## src/design/irq_regs_pkg.sv

```systemverilog
// register map, field layout and encodings of the posted/pending interrupt controller
package irq_regs_pkg;
  localparam int NUM_SRC = 22;
  localparam int IDX_W = 5;
  localparam int GRP_W = 8;
  localparam int UPPER_W = 6;
  localparam int LOW_LSB = 0;
  localparam int MID_LSB = 8;
  localparam int UP_LSB = 16;
  // register indices; byte address is four times the index
  localparam logic [7:0] IDX_CLEAR_LOW = 8'hda;
  localparam logic [7:0] IDX_CLEAR_MIDDLE = 8'hdb;
  localparam logic [7:0] IDX_CLEAR_UPPER = 8'hdc;
  localparam logic [7:0] IDX_MASK_UPPER = 8'hde;
  localparam logic [7:0] IDX_MASK_MIDDLE = 8'hdf;
  localparam logic [7:0] IDX_MASK_LOW = 8'he0;
  localparam logic [7:0] IDX_SOFT_EN = 8'he1;
  localparam logic [7:0] IDX_VECTOR = 8'he2;
  localparam logic [7:0] IDX_EVT_STATUS = 8'he4;
  localparam logic [7:0] IDX_EVT_CLEAR = 8'he5;
  localparam logic [7:0] IDX_EVT_ENABLE = 8'he6;
  localparam logic [7:0] IDX_CPU_FLAGS = 8'hf7;
  localparam int ADDR_IDX_LSB = 2;
  localparam int ADDR_IDX_MSB = 9;
  localparam int ADDR_HI_LSB = 10;
  localparam int TRANS_ACTIVE_BIT = 1;
  // field positions
  localparam int SOFT_EN_BIT = 0;
  localparam int GATE_BIT = 0;
  localparam int EV_HW_POST = 0;
  localparam int EV_SW_POST = 1;
  localparam int EV_BULK = 2;
  localparam int EV_SERVICE = 3;
  localparam int EV_W = 4;
  // reset values
  localparam logic [7:0] RST_BYTE = 8'h00;
  localparam logic [NUM_SRC-1:0] RST_POSTED = 22'h00_0000;
  localparam logic [EV_W-1:0] RST_EV = 4'h0;
  // vector encoding: base plus step times source index, zero when idle
  localparam logic [7:0] VEC_NONE = 8'h00;
  localparam logic [7:0] VEC_BASE = 8'h04;
  localparam logic [7:0] VEC_STEP = 8'h04;
  localparam logic [1:0] HRESP_OKAY = 2'h0;
  localparam logic [23:0] RDATA_PAD = 24'h00_0000;

  typedef enum logic [1:0] {
    BUS_IDLE = 2'b00,
    BUS_WRITE = 2'b10,
    BUS_READ = 2'b01,
    BUS_READY = 2'b11
  } bus_state_t;
endpackage

```

## src/design/posted_pending_irq_regs.sv

```systemverilog
// interrupt controller registers: posting, masking, vectoring behind an AHB-Lite slave
//
// Local design decision: the AHB-Lite interface to the registers.
`timescale 1ns/1ps

// Summary of operation
// - clear register reads return posted bits
// - write 0, soft disabled: withdraw posted
// - write 1, soft enabled: post interrupt
// - other clear writes leave posted unchanged
// - upper clear: wake bit5, endpoints 8..4
// - mask bit 0 masks, 1 unmasks
// - masked sources still post, never pend
// - upper mask: wake bit5, endpoints 8..4
// - middle mask: endpoints, frame, reset, timers
// - low mask: eight peripheral sources by bit
// - soft enable bit 0 gates software posting
// - vector read gives highest priority pending
// - vector write clears all posted state
// - global gate blocks or allows servicing
// - service entry clears the flag word
module posted_pending_irq_regs
  import irq_regs_pkg::*;
(
  input wire logic clock,
  input wire logic rst_n,
  input wire logic hsel,
  input wire logic [31:0] haddr,
  input wire logic [1:0] htrans,
  input wire logic hwrite,
  input wire logic [2:0] hsize,
  input wire logic [31:0] hwdata,
  input wire logic hready,
  output logic [31:0] hrdata,
  output logic hreadyout,
  output logic [1:0] hresp,
  input wire logic [NUM_SRC-1:0] src_event,
  output logic irq_req,
  output logic [7:0] irq_vector,
  input wire logic irq_ack,
  output logic irq_out
);

  bus_state_t state_q, state_d;
  logic [7:0] reg_idx_q;
  logic addr_ok_q;
  logic [7:0] rdata_q;
  logic [NUM_SRC-1:0] posted_q, posted_d;
  logic [NUM_SRC-1:0] mask_q;
  logic soft_en_q;
  logic [7:0] cpu_flags_q;
  logic [EV_W-1:0] ev_status_q, ev_enable_q;
  logic req_q;
  logic [IDX_W-1:0] idx_q;
  logic [7:0] vec_q;

  // lowest source index has the highest priority
  function automatic logic [IDX_W:0] find_top(input logic [NUM_SRC-1:0] p);
    logic [IDX_W:0] r;
    r = '0;
    for (int i = NUM_SRC - 1; i >= 0; i--) begin
      if (p[i]) begin
        r = {1'b1, IDX_W'(i)};
      end
    end
    return r;
  endfunction

  // bus address and data phase
  wire accept = hsel & hready & htrans[TRANS_ACTIVE_BIT];
  wire wr_phase = (state_q == BUS_WRITE) & addr_ok_q;
  wire rd_phase = (state_q == BUS_READ) & addr_ok_q;
  wire [7:0] wbyte = hwdata[7:0];

  wire wr_clr_low = wr_phase & (reg_idx_q == IDX_CLEAR_LOW);
  wire wr_clr_mid = wr_phase & (reg_idx_q == IDX_CLEAR_MIDDLE);
  wire wr_clr_up = wr_phase & (reg_idx_q == IDX_CLEAR_UPPER);
  wire wr_msk_up = wr_phase & (reg_idx_q == IDX_MASK_UPPER);
  wire wr_msk_mid = wr_phase & (reg_idx_q == IDX_MASK_MIDDLE);
  wire wr_msk_low = wr_phase & (reg_idx_q == IDX_MASK_LOW);
  wire wr_soft_en = wr_phase & (reg_idx_q == IDX_SOFT_EN);
  wire wr_vector = wr_phase & (reg_idx_q == IDX_VECTOR);
  wire wr_ev_clr = wr_phase & (reg_idx_q == IDX_EVT_CLEAR);
  wire wr_ev_en = wr_phase & (reg_idx_q == IDX_EVT_ENABLE);
  wire wr_flags = wr_phase & (reg_idx_q == IDX_CPU_FLAGS);
  wire rd_vector = rd_phase & (reg_idx_q == IDX_VECTOR);

  // clear-register writes, spread over all sources; reserved upper bits dropped
  wire [NUM_SRC-1:0] grp_sel = {{UPPER_W{wr_clr_up}}, {GRP_W{wr_clr_mid}},
                                {GRP_W{wr_clr_low}}};
  wire [NUM_SRC-1:0] wbits = {wbyte[UPPER_W-1:0], wbyte, wbyte};
  wire [NUM_SRC-1:0] soft_clear = grp_sel & ~wbits & {NUM_SRC{~soft_en_q}};
  wire [NUM_SRC-1:0] soft_post = grp_sel & wbits & {NUM_SRC{soft_en_q}};

  // pending is posted and unmasked; the gate only stops presentation
  wire [NUM_SRC-1:0] pending = posted_q & mask_q;
  wire [IDX_W:0] top = find_top(pending);
  wire top_found = top[IDX_W];
  wire [IDX_W-1:0] top_idx = top[IDX_W-1:0];
  wire [7:0] vec_w = top_found ? 8'(VEC_BASE + VEC_STEP * 8'(top_idx)) : VEC_NONE;
  wire gate = cpu_flags_q[GATE_BIT];
  wire service = irq_ack & req_q;

  // serviced source loses its posted state, from the core or a vector read
  wire [NUM_SRC-1:0] svc_core = service ? (NUM_SRC'(1) << idx_q) : '0;
  wire [NUM_SRC-1:0] svc_read = (rd_vector & top_found) ? (NUM_SRC'(1) << top_idx) : '0;
  wire [NUM_SRC-1:0] bulk = {NUM_SRC{wr_vector}};

  // hardware and software posts win over any clear in the same cycle
  assign posted_d = (posted_q & ~soft_clear & ~svc_core & ~svc_read & ~bulk)
                    | soft_post | src_event;

  wire [EV_W-1:0] ev_now = {service, wr_vector, |soft_post, |src_event};
  wire [EV_W-1:0] ev_clr = wr_ev_clr ? wbyte[EV_W-1:0] : '0;

  // read mux for the data phase
  wire [7:0] rd_mux =
    (reg_idx_q == IDX_CLEAR_LOW) ? posted_q[MID_LSB-1:LOW_LSB] :
    (reg_idx_q == IDX_CLEAR_MIDDLE) ? posted_q[UP_LSB-1:MID_LSB] :
    (reg_idx_q == IDX_CLEAR_UPPER) ? 8'(posted_q[NUM_SRC-1:UP_LSB]) :
    (reg_idx_q == IDX_MASK_UPPER) ? 8'(mask_q[NUM_SRC-1:UP_LSB]) :
    (reg_idx_q == IDX_MASK_MIDDLE) ? mask_q[UP_LSB-1:MID_LSB] :
    (reg_idx_q == IDX_MASK_LOW) ? mask_q[MID_LSB-1:LOW_LSB] :
    (reg_idx_q == IDX_SOFT_EN) ? 8'(soft_en_q) :
    (reg_idx_q == IDX_VECTOR) ? vec_w :
    (reg_idx_q == IDX_EVT_STATUS) ? 8'(ev_status_q) :
    (reg_idx_q == IDX_EVT_ENABLE) ? 8'(ev_enable_q) :
    (reg_idx_q == IDX_CPU_FLAGS) ? cpu_flags_q : RST_BYTE;

  always_comb begin
    case (state_q)
      BUS_READ: state_d = BUS_READY;
      default: begin
        if (accept) begin
          state_d = hwrite ? BUS_WRITE : BUS_READ;
        end else begin
          state_d = BUS_IDLE;
        end
      end
    endcase
  end

  always_ff @(posedge clock) begin
    if (!rst_n) begin
      state_q <= BUS_IDLE;
      reg_idx_q <= RST_BYTE;
      addr_ok_q <= 1'b0;
    end else begin
      state_q <= state_d;
      if (accept) begin
        reg_idx_q <= haddr[ADDR_IDX_MSB:ADDR_IDX_LSB];
        addr_ok_q <= (haddr[31:ADDR_HI_LSB] == '0);
      end
    end
  end

  always_ff @(posedge clock) begin
    if (!rst_n) begin
      rdata_q <= RST_BYTE;
    end else if (state_q == BUS_READ) begin
      rdata_q <= addr_ok_q ? rd_mux : RST_BYTE;
    end
  end

  always_ff @(posedge clock) begin
    if (!rst_n) begin
      posted_q <= RST_POSTED;
    end else begin
      posted_q <= posted_d;
    end
  end

  always_ff @(posedge clock) begin
    if (!rst_n) begin
      mask_q <= RST_POSTED;
    end else begin
      if (wr_msk_low) mask_q[MID_LSB-1:LOW_LSB] <= wbyte;
      if (wr_msk_mid) mask_q[UP_LSB-1:MID_LSB] <= wbyte;
      if (wr_msk_up) mask_q[NUM_SRC-1:UP_LSB] <= wbyte[UPPER_W-1:0];
    end
  end

  always_ff @(posedge clock) begin
    if (!rst_n) begin
      soft_en_q <= 1'b0;
    end else if (wr_soft_en) begin
      soft_en_q <= wbyte[SOFT_EN_BIT];
    end
  end

  // service entry wins over a flag write in the same cycle
  always_ff @(posedge clock) begin
    if (!rst_n) begin
      cpu_flags_q <= RST_BYTE;
    end else if (service) begin
      cpu_flags_q <= RST_BYTE;
    end else if (wr_flags) begin
      cpu_flags_q <= wbyte;
    end
  end

  // request and vector toward the core; only the request is gated by the flag word
  always_ff @(posedge clock) begin
    if (!rst_n) begin
      req_q <= 1'b0;
      idx_q <= '0;
      vec_q <= VEC_NONE;
    end else begin
      req_q <= gate & top_found & ~service;
      idx_q <= top_idx;
      vec_q <= vec_w;
    end
  end

  always_ff @(posedge clock) begin
    if (!rst_n) begin
      ev_status_q <= RST_EV;
      ev_enable_q <= RST_EV;
    end else begin
      ev_status_q <= (ev_status_q & ~ev_clr) | ev_now;
      if (wr_ev_en) ev_enable_q <= wbyte[EV_W-1:0];
    end
  end

  assign hrdata = {RDATA_PAD, rdata_q};
  assign hreadyout = (state_q != BUS_READ);
  assign hresp = HRESP_OKAY;
  assign irq_req = req_q;
  assign irq_vector = vec_q;
  assign irq_out = |(ev_status_q & ev_enable_q);
endmodule

```

## config.mk

```make
export PLATFORM = sky130hd
export DESIGN_NAME = posted_pending_irq_regs
export DESIGN_NICKNAME = d
export VERILOG_FILES = /design/src/design/irq_regs_pkg.sv /design/src/design/posted_pending_irq_regs.sv
export SDC_FILE = /design/constraint.sdc
export NUM_CORES = 1
export LEC_CHECK = 0
export BUFFER_PORTS_ARGS = -buffer_cell sky130_fd_sc_hd__buf_4
export CORE_UTILIZATION = 25
export DETAILED_ROUTE_END_ITERATION = 6
export GPL_TIMING_DRIVEN = 0
export SYNTH_ARGS = -nofsm -noshare
export SYNTH_HDL_FRONTEND = slang
export SYNTH_SLANG_ARGS = --single-unit
```

## constraint.sdc

```tcl
create_clock -name clock -period 3.4 [get_ports clock]
set_input_delay 0.51 -clock clock [delete_from_list [all_inputs] [get_ports clock]]
set_output_delay 0.51 -clock clock [all_outputs]
set_load 0.01 [all_outputs]
```

## Word-level counts from Yosys, hierarchy flattened

Cells that the tools add are included.

| word-level totals | value |
|---|---|
| register bits | 94 |
| bits of input ports | 97 |
| output and inout port bits | 45 |
| word-level logic and storage cells | 122 |

| cells by class | value |
|---|---|
| add/subtract/negate cells | 1 |
| equality and inequality tests | 15 |
| shift operators | 2 |
| muxes and demuxes | 41 |
| bitwise gates (word level) | 43 |
| reductions and logical operators | 5 |

Operators by type and width:

| kind | count |
|---|---|
| $and A22 B22 Y22 | 9 |
| $mux W6 | 22 |
| $not A22 Y22 | 5 |
| $mux W8 | 13 |
| $eq A8 B8 Y1 const B | 12 |
| $mux W22 | 2 |
| $or A22 B22 Y22 | 2 |
| $reduce_or A22 Y1 | 2 |
| $shl A1 B5 Y22 const A | 2 |
| $logic_not A22 Y1 | 1 |
| $and A1 B1 Y1 | 20 |
| $add A3 B7 Y8 const A | 1 |
| $and A4 B4 Y4 | 2 |
| $mux W2 | 3 |
| $mux W4 | 1 |
| $not A4 Y4 | 1 |
| $or A4 B4 Y4 | 1 |
| $reduce_or A4 Y1 | 1 |
| $not A1 Y1 | 3 |
| $eq A2 B1 Y1 const B | 1 |
| $eq A2 B2 Y1 const B | 1 |
| $ne A2 B1 Y1 const B | 1 |
| $reduce_or A2 Y1 | 1 |

## Depth between registers and ports, before layout

| logic depth | value |
|---|---|
| depth after elaboration | 34 |
| mapped depth | 11 |
| mapped depth without buffers | 10 |

## Worst setup path after synthesis

Ideal clock, no wire load.

| timing path | value |
|---|---|
| kind | reg2reg |
| start | reg mask_q[8] |
| end | reg rdata_q[4] |
| setup time | 0.117 ns |
| data arrival time | 2.359 ns |
| data required time | 3.283 ns |
| slack | 0.924 ns |
| cell stages (with the launch flop) | 12 |
| path buffers | 1 |
| period minus slack after synthesis | 2.476 ns |
| path through | dfxtp_1 -> nand2_1 -> a32o_1 -> a221o_1 -> a41o_1 -> and3_1 -> buf_6 -> ha_1 -> ha_1 -> a31oi_1 -> nand3_1 -> a22o_1 |

| between the ends | value |
|---|---|
| cells in the longest elaborated chain, start to end | 21 |

RTL lines:

| element | RTL line | RTL |
|---|---|---|
| start, declared | posted_pending_irq_regs.sv:49 | `logic [NUM_SRC-1:0] mask_q;` |
| start signal, assigned by index | posted_pending_irq_regs.sv:177 | `if (wr_msk_low) mask_q[MID_LSB-1:LOW_LSB] <= wbyte;` |
| start signal, assigned by index | posted_pending_irq_regs.sv:178 | `if (wr_msk_mid) mask_q[UP_LSB-1:MID_LSB] <= wbyte;` |
| start signal, assigned by index | posted_pending_irq_regs.sv:179 | `if (wr_msk_up) mask_q[NUM_SRC-1:UP_LSB] <= wbyte[UPPER_W-1:0];` |
| $and A22 B22 Y22 | posted_pending_irq_regs.sv:96 | `wire [NUM_SRC-1:0] pending = posted_q & mask_q;` |
| $mux W6 (9 in series) | posted_pending_irq_regs.sv:62 | `if (p[i]) begin` |
| named net top[0] | posted_pending_irq_regs.sv:97 | `wire [IDX_W:0] top = find_top(pending);` |
| $add A3 B7 Y8 | posted_pending_irq_regs.sv:100 | `wire [7:0] vec_w = top_found ? 8'(VEC_BASE + VEC_STEP * 8'(top_idx)) : VEC_NONE;` |
| $mux W8 | posted_pending_irq_regs.sv:100 |  |
| $mux W8 | posted_pending_irq_regs.sv:125 | `(reg_idx_q == IDX_VECTOR) ? vec_w :` |
| $mux W8 | posted_pending_irq_regs.sv:124 | `(reg_idx_q == IDX_SOFT_EN) ? 8'(soft_en_q) :` |
| $mux W8 | posted_pending_irq_regs.sv:123 | `(reg_idx_q == IDX_MASK_LOW) ? mask_q[MID_LSB-1:LOW_LSB] :` |
| $mux W8 | posted_pending_irq_regs.sv:122 | `(reg_idx_q == IDX_MASK_MIDDLE) ? mask_q[UP_LSB-1:MID_LSB] :` |
| $mux W8 | posted_pending_irq_regs.sv:121 | `(reg_idx_q == IDX_MASK_UPPER) ? 8'(mask_q[NUM_SRC-1:UP_LSB]) :` |
| $mux W8 | posted_pending_irq_regs.sv:120 | `(reg_idx_q == IDX_CLEAR_UPPER) ? 8'(posted_q[NUM_SRC-1:UP_LSB]) :` |
| $mux W8 | posted_pending_irq_regs.sv:119 | `(reg_idx_q == IDX_CLEAR_MIDDLE) ? posted_q[UP_LSB-1:MID_LSB] :` |
| $mux W8 | posted_pending_irq_regs.sv:118 | `(reg_idx_q == IDX_CLEAR_LOW) ? posted_q[MID_LSB-1:LOW_LSB] :` |
| $mux W8 | posted_pending_irq_regs.sv:161 | `rdata_q <= addr_ok_q ? rd_mux : RST_BYTE;` |
| end signal, assigned | posted_pending_irq_regs.sv:161 |  |
| end, declared | posted_pending_irq_regs.sv:47 | `logic [7:0] rdata_q;` |

The timed path passes the listed nets, and every way through them passes these cells.
A chain may end at the register's enable or synchronous reset.

## Worst setup path in the final report

Same ends and word-level chain as after synthesis.

==> results.json <==
{
  "outcome": "complete, but fails checks",
  "violations": "DRC",
  "grt_start_max_net_pins": 16,
  "cts_resized": 0,
  "crit_required_ps": 3650,
  "cts-buffers-inserted": 9,
  "end_kind": "flip-flop",
  "layout_common_cells": "buf_4 (109), nand2_1 (92), dfxtp_1 (92)",
  "synth-simple-area-share_pct": 27.7,
  "syn_area_per_cell_sq_um": 8.09,
  "cts_setup_buffers": 0,
  "cts_max_level": 3,
  "core_sq_mm": 0.0220,
  "min_from": "src_event[5]",
  "post-route-util_pct": 32.0,
  "rrSetupSlack_ps": 410,
  "start_kind": "flip-flop",
  "multiInputGateArea_sq_mm": 0.00347,
  "mostFrequentLayoutCell": "buf_4",
  "avgViaCountPerCell": 5.29,
  "hold_path_end": "posted_q[5]",
  "critPathArrivalTime_ps": 3240,
  "finalSetupViolations": 0,
  "synth-edff-count": 0,
  "antenna_found_initial": 1,
  "die_w_um": 152,
  "drv_slew": 0,
  "synthArstFlopShare_pct": 0,
  "finClkSkew_ps": 5.63,
  "synth_top_family_by_area": "simple AND/OR/NAND/NOR gates",
  "wirelength_mm": 23.3,
  "drt_first_pass_iters": 7,
  "reg2reg_depth": 11,
  "yosysSeqAreaShare_pct": 32.6,
  "path_clk_slew_ps": 70,
  "worst-path-max-fanout": 6,
  "synth-seq-cells": 92,
  "dp_hpwl_mm": 18.0,
  "clockRootBuffer": "clkbuf_16",
  "synthCells": 698,
  "worstMarginPinSlew_ps": 1030,
  "leakage_nw": 2.66,
  "routedWlPerCell_um": 21.2,
  "synth_area_sq_mm": 0.00565,
  "regArea_sq_mm": 0.00184,
  "fp.dieH_um": 152,
  "fillers": 2351,
  "grt_pass1_wl_mm": 34.2,
  "clock_latency_ps": 360,
  "start_util_pct": 25.7,
  "area_growth_syn_to_layout_pct": 24.4,
  "period_needed_ps": 2990,
  "ys_warn_count": 0,
  "rows": 54,
  "synth_compound_area_share_pct": 24.8,
  "clock-sinks": 92,
  "rsz0062_at_grt": "false",
  "cts_max_path_buffers": 2,
  "fmaxAchievable_mhz": 335,
  "dieArea_sq_mm": 0.0232,
  "cap_violations": 0,
  "yosys.area_share.adder_pct": 1.33,
  "hold_depth": 2,
  "drive_gt1_share_pct": 20.2,
  "fin_tns_setup_ps": 0,
  "slew_headroom_pct": 31.0,
  "power_density_mw_per_mm2": 359,
  "drtIter0Drc": 614,
  "antenna_left": 0,
  "synth-xor-area-share_pct": 0.155,
  "drcViolationCount": 14,
  "holdBufCountCts": 0,
  "io_buffers": 79,
  "r2r-end": "rdata_q[4]",
  "synth_mux_area_share_pct": 5.49,
  "fin_nets": 919,
  "rr_startpoint": "mask_q[8]",
  "period_share_pct": 87.8,
  "ys.flop_type": "dfxtp_1",
  "vias": 5821,
  "ioPinCount": 142,
  "hold_path.class": "in2reg",
  "finalHoldViolations": 0,
  "grt_pass1_vias": 5502,
  "crit_type": "reg2reg",
  "grt_remaining_overflow": 0,
  "place_congestion": 0.936,
  "ir_drop_uv": 219,
  "netlist-cell-type-count": 81,
  "grt_usage_pct": 19.7,
  "cts_tree": "yes",
  "diodes": 0
}
-- metrics by stage --
| step | setup WS (ps) | total power (W) | hold WS (ps) | std cells | cell area (sq um) |
|---|---|---|---|---|---|
| after floorplan | 924 | 0.00129 | 436 | 726 | 5750 |
| after global placement | 471 | 0.00142 | 441 | 1085 | 6700 |
| after detailed placement | 493 | 0.00142 | 454 | 1085 | 6700 |
| after CTS | 483 | 0.00254 | 378 | 1101 | 7030 |
| after global routing | 332 | 0.00260 | 399 | 1101 | 7030 |
| final | 415 | 0.00252 | 388 | 1101 | 7030 |
-- worst max path at each step --
stage	from	cells after the start	end	slack, ps
3_5_place_dp	mask_q[8]	11	rdata_q[4]	490
6_report	mask_q[8]	11	rdata_q[4]	410
2_1_floorplan	mask_q[8]	11	rdata_q[4]	920
4_1_cts	mask_q[8]	11	rdata_q[4]	480
5_1_grt	mask_q[8]	11	rdata_q[4]	330
3_3_place_gp	mask_q[8]	11	rdata_q[4]	470
-- area by class of cell --
class,count,area share (%)
Multi-Input combinational cell,556,49.4
Sequential cell,92,26.2
Timing Repair Buffer,79,8.44
Buffer,65,5.65
Tap cell,280,4.99
Clock buffer,11,3.46
Clock inverter,5,1.21
Inverter,13,0.695
-- Yosys cell counts (7+ instances only) --
cell / n / area [sq um]
nand2_1: 92 / 345
nor4_1: 13 / 81.3
buf_4: 30 / 225
nor3_1: 8 / 40.0
a21oi_1: 37 / 185
nand3_1: 25 / 125
o211ai_1: 16 / 120
buf_2: 9 / 45.0
and2_1: 15 / 93.8
a211oi_1: 9 / 67.6
dfxtp_1: 92 / 1840
a22oi_1: 11 / 82.6
a31oi_1: 9 / 56.3
nor2_1: 46 / 173
and3_1: 13 / 81.3
clkbuf_1: 21 / 78.8
inv_1: 13 / 48.8
o21ai_0: 37 / 185
a221o_1: 7 / 70.1
nor2b_1: 29 / 181
a21boi_0: 19 / 143
mux2i_1: 31 / 310
-- report_power, final --
part	leakage, nW	switching, W	total (W)	internal, W
combinational	1.75	0.000139	0.000261	0.000122
clock	0.156	0.000450	0.00112	0.000667
sequential	0.749	0.0000445	0.00115	0.00110
total	2.66	0.000633	0.00252	0.00189
-- critical path, stage by stage, from the launching register on --
cell,delay [ps]
dfxtp_1,540
nand2_1,90
a32o_1,270
a221o_1,340
a41o_1,220
and3_1,170
buf_6,150
ha_1,230
ha_1,370
a31oi_1,170
nand3_1,120
a22o_1,210
-- cell families after synthesis --
family                     Yosys count
muxes                               31
other                                1
and+or+nand+nor                    290
buffers and inverters               78
xor gates and xnor gates             1
adders and majority gates            6
AOI/OAI and AO/OA                  199
DFF                                 92
-- state kept, by name, indices dropped and copies added (netlist names), 2 cells and up --
name / cells
rdata_q: 8
reg_idx_q: 8
idx_q: 5
state_q: 2
irq_vector: 6
ev_status_q: 4
cpu_flags_q: 8
ev_enable_q: 4
posted_q: 22
mask_q: 22
-- per-layer routing --
metal | up-vias | GRT usage, % | part of all wire (%)
met1 | 2738 | 26.7 | 45
li1 | 2735 | - | -
met3 | 40 | 4.55 | 9.0
met4 | 0 | 7.34 | 2.9
met2 | 308 | 30.3 | 43
met5 | - | 0 | 0
Power figures use the tool's default switching activity.
